$ cat src/include/scr_pkg.sv
package scr_pkg;

    // ==============================================================
    // device variants
    // ==============================================================
    localparam logic [1:0] VAR_BASIC = 2'h0; // one divider, timer-select
    localparam logic [1:0] VAR_TWO_DIV = 2'h1; // two dividers, no remap
    localparam logic [1:0] VAR_FULL = 2'h2; // remap, pwm, halt control

    // ==============================================================
    // register byte offsets
    // ==============================================================
    localparam logic [7:0] OFF_SYSTEM_CONTROL_0_BASIC = 8'h00;
    localparam logic [7:0] OFF_INTERRUPT_TIMEBASE_WATCHDOG_CONTROL = 8'h04;
    localparam logic [7:0] OFF_HALT_SLOW_CRYSTAL_CONTROL = 8'h08;

    // ==============================================================
    // reset values
    // ==============================================================
    localparam logic [7:0] RST_SYSTEM_CONTROL_0_BASIC = 8'h00;
    localparam logic [7:0] RST_INTERRUPT_TIMEBASE_WATCHDOG_CONTROL = 8'h8A;
    localparam logic [7:0] RST_HALT_SLOW_CRYSTAL_CONTROL = 8'h01;

    // ==============================================================
    // implemented-bit masks per variant
    // ==============================================================
    localparam logic [7:0] MASK_SYSTEM_CONTROL_0_BASIC_BASIC = 8'h47;
    localparam logic [7:0] MASK_SYSTEM_CONTROL_0_BASIC_TWO_DIV = 8'h0F;
    localparam logic [7:0] MASK_SYSTEM_CONTROL_0_BASIC_FULL = 8'hFF;
    localparam logic [7:0] MASK_INTERRUPT_TIMEBASE_WATCHDOG_CONTROL = 8'hFF;
    localparam logic [7:0] MASK_HALT_SLOW_CRYSTAL_CONTROL_FULL = 8'h01;
    localparam logic [7:0] MASK_HALT_SLOW_CRYSTAL_CONTROL_OTHER = 8'h00;

    // ==============================================================
    // control word 0 fields
    // ==============================================================
    localparam int C0_SYSCLK_SPEED = 0;
    localparam int C0_SLOW_XTAL_LP = 1;
    localparam int C0_DIV_PIN = 2;
    localparam int C0_DIV_EN_LO = 2;
    localparam int C0_DIV_EN_HI = 3;
    localparam int C0_PULSE0 = 3;
    localparam int C0_PULSE1 = 4;
    localparam int C0_PULSE_FMT = 5;
    localparam int C0_DIV_SRC = 6;
    localparam int C0_REMAP = 7;

    // divider-enable codes of the two-divider variant
    localparam logic [1:0] DIV_NONE = 2'h0;
    localparam logic [1:0] DIV_RSVD = 2'h1;
    localparam logic [1:0] DIV_FIRST = 2'h2;
    localparam logic [1:0] DIV_BOTH = 2'h3;

    // ==============================================================
    // control word 1 fields
    // ==============================================================
    localparam int C1_EDGE_LO = 6;
    localparam int C1_TICK_LO = 4;
    localparam int C1_KEY_LO = 0;
    localparam logic [3:0] WDT_OFF_KEY = 4'hA;

    // ==============================================================
    // control word 2 fields
    // ==============================================================
    localparam int C2_HALT_KEEP = 0;

endpackage

$ cat src/scr_regs.sv
// The Wishbone register port and the register offsets were decided locally.
`timescale 1ns/1ps
// Operation
// - two-divider variant: enable code 00 none, 10 first, 11 both outputs.
// - a disabled divider output leaves its pin as ordinary gpio.
// - control0 bit1: 0 quick-start, 1 low-power slow crystal.
// - control0 bit0: 1 runs from slow crystal and stops fast rc.
// - clock select acts only when fast-plus-slow crystal option chosen.
// - full variant bit7 remaps irq, timer0 input, divider pins to port b.
// - bit6 picks divider clock: 0 timer0, 1 timer1.
// - bit5 picks pwm split: 0 six-plus-two, 1 seven-plus-one.
// - bits 4,3,2 route pwm1, pwm0, divider to pins when set.
// - full variant clock select 1 stops whichever fast oscillator is chosen.
// - any pwm output enabled forces peripheral clock from system clock.
// - control1 bits 7..6: off, rising, falling, both edges.
// - control1 bits 5..4: tick period 2^10 to 2^13 peripheral clocks.
// - watchdog forced on by option; then key is ignored.
// - control2 bit0: slow crystal off (0) or kept (1) during halt.
// - unimplemented bits ignore writes and read zero.
// - fast oscillator always stops in sleep or idle.
module scr_regs #(
    parameter logic [1:0] VARIANT = scr_pkg::VAR_FULL
) (
    input wire logic clk_in,
    input wire logic rst_n_in,
    input wire logic cyc_in,
    input wire logic stb_in,
    input wire logic we_in,
    input wire logic [7:0] adr_in,
    input wire logic [3:0] sel_in,
    input wire logic [31:0] dat_in,
    output logic [31:0] dat_out,
    output logic ack_out,
    input wire logic cfg_slow_xtal_option_in,
    input wire logic cfg_watchdog_force_in,
    input wire logic halt_in,
    output logic sysclk_slow_sel_out,
    output logic fast_osc_run_out,
    output logic slow_crystal_osc_run_out,
    output logic slow_crystal_low_power_out,
    output logic divider_a_pin_en_out,
    output logic divider_b_pin_en_out,
    output logic pulse_out0_pin_en_out,
    output logic pulse_out1_pin_en_out,
    output logic pin_remap_select_out,
    output logic divider_clock_source_out,
    output logic pulse_width_format_out,
    output logic peripheral_clock_from_sys_out,
    output logic [1:0] ext_irq_edge_out,
    output logic [1:0] tick_period_sel_out,
    output logic watchdog_enable_out
);

    // ==============================================================
    // variant masks
    // ==============================================================
    localparam logic [7:0] MASK0 = (VARIANT == scr_pkg::VAR_FULL) ? scr_pkg::MASK_SYSTEM_CONTROL_0_BASIC_FULL :
        (VARIANT == scr_pkg::VAR_TWO_DIV) ? scr_pkg::MASK_SYSTEM_CONTROL_0_BASIC_TWO_DIV :
        scr_pkg::MASK_SYSTEM_CONTROL_0_BASIC_BASIC;
    localparam logic [7:0] MASK2 = (VARIANT == scr_pkg::VAR_FULL) ?
        scr_pkg::MASK_HALT_SLOW_CRYSTAL_CONTROL_FULL : scr_pkg::MASK_HALT_SLOW_CRYSTAL_CONTROL_OTHER;
    localparam logic IS_FULL = (VARIANT == scr_pkg::VAR_FULL);
    localparam logic IS_TWO = (VARIANT == scr_pkg::VAR_TWO_DIV);

    logic [7:0] system_control_0_basic_ff;
    logic [7:0] interrupt_timebase_watchdog_control_ff;
    logic [7:0] halt_slow_crystal_control_ff;
    logic ack_ff;
    logic [31:0] rdat_ff;
    logic req;
    logic wr_now;
    logic [7:0] nxt_rdat;
    logic [1:0] div_code;
    logic clk_sel_ok;

    // ==============================================================
    // wishbone slave
    // ==============================================================
    // one wait state: ack rises the cycle after the request is seen
    assign req = cyc_in & stb_in;
    assign wr_now = req & ack_ff & we_in & sel_in[0];
    assign ack_out = ack_ff;
    assign dat_out = rdat_ff;

    always_ff @(posedge clk_in) begin
        if (!rst_n_in) begin
            ack_ff <= 1'b0;
        end else begin
            ack_ff <= req & ~ack_ff;
        end
    end

    // unmapped offsets answer with zero and drop writes
    always_comb begin
        case (adr_in)
            scr_pkg::OFF_SYSTEM_CONTROL_0_BASIC: nxt_rdat = system_control_0_basic_ff & MASK0;
            scr_pkg::OFF_INTERRUPT_TIMEBASE_WATCHDOG_CONTROL: nxt_rdat = interrupt_timebase_watchdog_control_ff & scr_pkg::MASK_INTERRUPT_TIMEBASE_WATCHDOG_CONTROL;
            scr_pkg::OFF_HALT_SLOW_CRYSTAL_CONTROL: nxt_rdat = halt_slow_crystal_control_ff & MASK2;
            default: nxt_rdat = 8'h00;
        endcase
    end

    always_ff @(posedge clk_in) begin
        if (!rst_n_in) begin
            rdat_ff <= 32'h0000_0000;
        end else if (req & ~ack_ff) begin
            rdat_ff <= {24'h00_0000, nxt_rdat};
        end
    end

    // ==============================================================
    // control registers
    // ==============================================================
    always_ff @(posedge clk_in) begin
        if (!rst_n_in) begin
            system_control_0_basic_ff <= scr_pkg::RST_SYSTEM_CONTROL_0_BASIC & MASK0;
        end else if (wr_now && adr_in == scr_pkg::OFF_SYSTEM_CONTROL_0_BASIC) begin
            system_control_0_basic_ff <= dat_in[7:0] & MASK0;
        end
    end

    always_ff @(posedge clk_in) begin
        if (!rst_n_in) begin
            interrupt_timebase_watchdog_control_ff <= scr_pkg::RST_INTERRUPT_TIMEBASE_WATCHDOG_CONTROL;
        end else if (wr_now && adr_in == scr_pkg::OFF_INTERRUPT_TIMEBASE_WATCHDOG_CONTROL) begin
            interrupt_timebase_watchdog_control_ff <= dat_in[7:0];
        end
    end

    always_ff @(posedge clk_in) begin
        if (!rst_n_in) begin
            halt_slow_crystal_control_ff <= scr_pkg::RST_HALT_SLOW_CRYSTAL_CONTROL & MASK2;
        end else if (wr_now && adr_in == scr_pkg::OFF_HALT_SLOW_CRYSTAL_CONTROL) begin
            halt_slow_crystal_control_ff <= dat_in[7:0] & MASK2;
        end
    end

    // ==============================================================
    // clock control
    // ==============================================================
    assign clk_sel_ok = cfg_slow_xtal_option_in;
    // without the slow crystal option the speed bit is stored but inert
    assign sysclk_slow_sel_out = clk_sel_ok & system_control_0_basic_ff[scr_pkg::C0_SYSCLK_SPEED];
    // slow selection stops the fast source; halt always stops it
    assign fast_osc_run_out = ~sysclk_slow_sel_out & ~halt_in;
    assign slow_crystal_low_power_out = system_control_0_basic_ff[scr_pkg::C0_SLOW_XTAL_LP];
    // smaller variants keep the slow crystal running through halt
    assign slow_crystal_osc_run_out = IS_FULL ?
        (~halt_in | halt_slow_crystal_control_ff[scr_pkg::C2_HALT_KEEP]) : 1'b1;

    // ==============================================================
    // pin function and divider/pwm selects
    // ==============================================================
    assign div_code = system_control_0_basic_ff[scr_pkg::C0_DIV_EN_HI:scr_pkg::C0_DIV_EN_LO];

    always_comb begin
        divider_a_pin_en_out = 1'b0;
        divider_b_pin_en_out = 1'b0;
        if (IS_TWO) begin
            case (div_code)
                scr_pkg::DIV_FIRST: begin
                    divider_a_pin_en_out = 1'b1;
                end
                scr_pkg::DIV_BOTH: begin
                    divider_a_pin_en_out = 1'b1;
                    divider_b_pin_en_out = 1'b1;
                end
                scr_pkg::DIV_RSVD: begin
                    divider_a_pin_en_out = 1'b0;
                end
                default: begin
                    divider_a_pin_en_out = 1'b0;
                end
            endcase
        end else begin
            divider_a_pin_en_out = system_control_0_basic_ff[scr_pkg::C0_DIV_PIN];
        end
    end

    assign pulse_out0_pin_en_out = IS_FULL & system_control_0_basic_ff[scr_pkg::C0_PULSE0];
    assign pulse_out1_pin_en_out = IS_FULL & system_control_0_basic_ff[scr_pkg::C0_PULSE1];
    assign pin_remap_select_out = IS_FULL & system_control_0_basic_ff[scr_pkg::C0_REMAP];
    assign pulse_width_format_out = IS_FULL & system_control_0_basic_ff[scr_pkg::C0_PULSE_FMT];
    assign divider_clock_source_out = ~IS_TWO & system_control_0_basic_ff[scr_pkg::C0_DIV_SRC];
    // pwm needs a steady fast timebase, so it overrides any slow choice
    assign peripheral_clock_from_sys_out = pulse_out0_pin_en_out | pulse_out1_pin_en_out;

    // ==============================================================
    // interrupt edge, tick period, watchdog
    // ==============================================================
    assign ext_irq_edge_out = interrupt_timebase_watchdog_control_ff[scr_pkg::C1_EDGE_LO +: 2];
    assign tick_period_sel_out = interrupt_timebase_watchdog_control_ff[scr_pkg::C1_TICK_LO +: 2];
    // only the exact key turns it off, so stray writes fail safe
    assign watchdog_enable_out = cfg_watchdog_force_in |
        (interrupt_timebase_watchdog_control_ff[scr_pkg::C1_KEY_LO +: 4] != scr_pkg::WDT_OFF_KEY);
endmodule

$ cat config.mk
export PLATFORM = sky130hd
export DESIGN_NAME = scr_regs
export DESIGN_NICKNAME = d
export VERILOG_FILES = /design/src/include/scr_pkg.sv /design/src/scr_regs.sv
export SDC_FILE = /design/constraint.sdc
export NUM_CORES = 1
export LEC_CHECK = 0
export ABC_AREA = 1
export BUFFER_PORTS_ARGS = -buffer_cell sky130_fd_sc_hd__buf_2
export CAP_MARGIN = 20
export CORE_ASPECT_RATIO = 1.2
export CORE_MARGIN = 2
export CORE_UTILIZATION = 40
export CTS_BUF_LIST = sky130_fd_sc_hd__clkbuf_8 sky130_fd_sc_hd__clkbuf_16
export DETAILED_ROUTE_END_ITERATION = 10
export PLACE_DENSITY = 0.79
export RECOVER_POWER = 100
export SYNTH_ARGS = -nofsm -noshare
export SYNTH_HDL_FRONTEND = slang
export SYNTH_SLANG_ARGS = --single-unit
$ cat constraint.sdc
create_clock -name clk_in -period 1.42 [get_ports clk_in]
set_input_delay 0.284 -clock clk_in [delete_from_list [all_inputs] [get_ports clk_in]]
set_output_delay 0.284 -clock clk_in [all_outputs]
set_load 0.01 [all_outputs]
==> results.toml <==
[run_status]
outcome = "complete, no violations"

[setup_path]
start_kind = "flip-flop"
cp.required_ns = 1.14
regToRegEndpoint = "system_control_0_basic_ff[4]"
crit_buf_inv = 2
crit_path_end_kind = "output port"
crit_path_max_fanout = 3
crit_type = "reg -> out"
worstReg2RegStart = "ack_out"
slowest_stage = "dfxtp_1"
rr_worst_depth = 5
max_stage_delay_ns = 0.31
worst-path-stages = 4
r2r_slack_ns = 0.21
critPathTopFamily = "flip-flops"
worstPathArrival_ns = 0.96
crit_chain = "inv_1 -> nor2_1 -> nand3_1 -> clkbuf_1"

[cts]
cts.reportedPaths.clkPinSlew_ns = 0.09
cts_hold_buf = 0
cts_tree = "built"
post_cts_buffers = 0
clock_latency_ns = 0.26
cts.repair.resized = 0
clockBufferDepth = 2
h-tree-depth = 1
cts_sinks = 26
cts-buffers-inserted = 3
root_buffer = "clkbuf_8"

[floorplanning]
dieWidth_um = 58.25
die_area_um2 = 4025
rows = 23
ios = 102
start_util_pct = 41.95
die_h_um = 69.10
core_region_area_um2 = 3367

[yosys]
synth_warnings = 0
ys_seq_elements = 26
synth.avg_cell_area_um2 = 7.396
synth_area_um2 = 1413
synth_flop_cell = "dfxtp_1"
synthCells = 191
synth-edff-count = 0
yosysUniqueCellTypes = 22
synth_async_sr_flop_share_pct = 0
ys_seq_area_share_pct = 36.85

[min_path]
hold_path.class = "in -> reg"
whs_endpoint = "interrupt_timebase_watchdog_control_ff[3]"
holdCritStartpoint = "dat_in[3]"
hold_depth = 3

[global_route]
grt_pass1_wl_um = 4878
grt_start_max_net_pins = 16
grt_usage_pct = 14.80
antenna_found_initial = 0
overflow = 0
grt_pass1_vias = 1169

[routing]
wl_um = 2889
drtIter0Drc = 29
antenna_left = 0
first_pass_iters = 4
routedWlPerCell_um = 10.43
route.vias.total = 1272
routed_via_density = 4.592
drc = 0

[finish]
multi_input_area_um2 = 655.6
final-seq-area_um2 = 520.5
final_util_pct = 47.23
final_layout_size_suffix_gt1_share_pct = 20.00
fillers = 368
layout.nets = 293
syn_to_final_growth_pct = 12.58
antenna_cells = 0
layout_commonest_cell = "nand2_1"
layout_common_cells = "nand2_1, dfxtp_1, conb_1, clkbuf_1, buf_2"

[timing]
hold_violations = 0
rsz0062_at_grt = "false"
fin_crit_sh_pct = 87.38
clock_skew_ns = 0.002145
tns_ns = 0
drv_slew = 0
min_period_ns = 1.241
fmax_mhz = 805.9
timing.final.ws_setup_ns = 0.1792
holdWs_ns = 0.2462
setup_violations = 0

[place]
place.gp.congestion = 0.8308
io_buffer_count = 49
dpl.hpwl_um = 2289
place_ws_ns = 0.05860

[pwr]
switching_power_mw = 0.3092
powerDensity_nw_per_um2 = 832.3
p_leak_nw = 0.7063
pwr-share-clk_pct = 35.6
p_comb_share_pct = 9.2
p_seq_share_pct = 55.2
max-vdd-ir-drop_uv = 668.5
sw_frac_of_total_pct = 23.36
p_int_mw = 1.014

[flow_run]
maxCapViolCount = 0
## logic make-up after synthesis
group | Yosys count | share of synthesized area, %
AND/OR/NAND/NOR | 76 | 26.13
buffers and inverters | 51 | 22.06
other | 1 | 0.2655
AO/OA/AOI/OAI | 37 | 14.70
flip-flops | 26 | 36.85
## worst max path at each step
stage                                                    startpoint                                        end  slack [ns]
after floorplan                                             ack_out  interrupt_timebase_watchdog_control_ff[1]        0.22
after global placement                                    adr_in[7]                                 dat_out[4]        0.09
after detailed placement                                  adr_in[7]                                 dat_out[5]        0.06
after CTS                 interrupt_timebase_watchdog_control_ff[3]                        watchdog_enable_out        0.17
after global routing                                      adr_in[7]                                 dat_out[4]        0.05
final                     interrupt_timebase_watchdog_control_ff[3]                        watchdog_enable_out        0.18
## routing by layer
metal  vias to the layer above  GRT usage [%]  share of wire (%)
met5                         -              0                  0
met4                         0          3.101               0.59
met3                         2          1.876                9.2
met2                        61          26.26                 48
met1                       554          18.72                 42
li1                        655              -                  -
## power groups by stage
stage,clock network (mW),registers (mW),logic [mW]
3_3_place_gp,0,0.748,0.124
4_1_cts,0.480,0.731,0.125
3_5_place_dp,0,0.748,0.125
5_1_grt,0.507,0.731,0.138
6_report,0.471,0.731,0.122
2_1_floorplan,0,0.748,0.123
## Yosys cell counts, drive strengths merged (2+ instances only)
library cell  instances  area share, %
nand2                46             14
buf                  30             16
dfxtp                26             37
a21oi                20            7.1
inv                  18            4.8
nor2                 15            6.1
nand3                14            5.8
o21ai                14            6.0
o211ai                3            1.6
clkbuf                2           0.53
## sequential cells by signal, indices dropped and copies added, names as in the netlist
name and count:
interrupt_timebase_watchdog_control_ff 8, ack_out 1, system_control_0_basic_ff 8, halt_slow_crystal_control_ff 1
dat_out 8
## per-stage QoR
stage	area [µm²]	cells	total power, mW
final	1590	277	1.324
after global routing	1590	277	1.376
after CTS	1639	277	1.337
after detailed placement	1584	273	0.8731
after global placement	1584	273	0.8714
after floorplan	1503	215	0.8711
## tightest hold or removal path, stage by stage
cell and delay, ns:
buf_2 0.08, nand2_1 0.05, o211ai_1 0.06
## area by class of cell
type | count | share of cell area, %
inverter | 19 | 4.485
clock buffer | 4 | 3.462
tap | 37 | 2.911
timing repair buffer | 53 | 15.18
sequential | 26 | 32.73
multi-input combinational | 138 | 41.23
No activity file was read; power rests on OpenSTA's default activity.
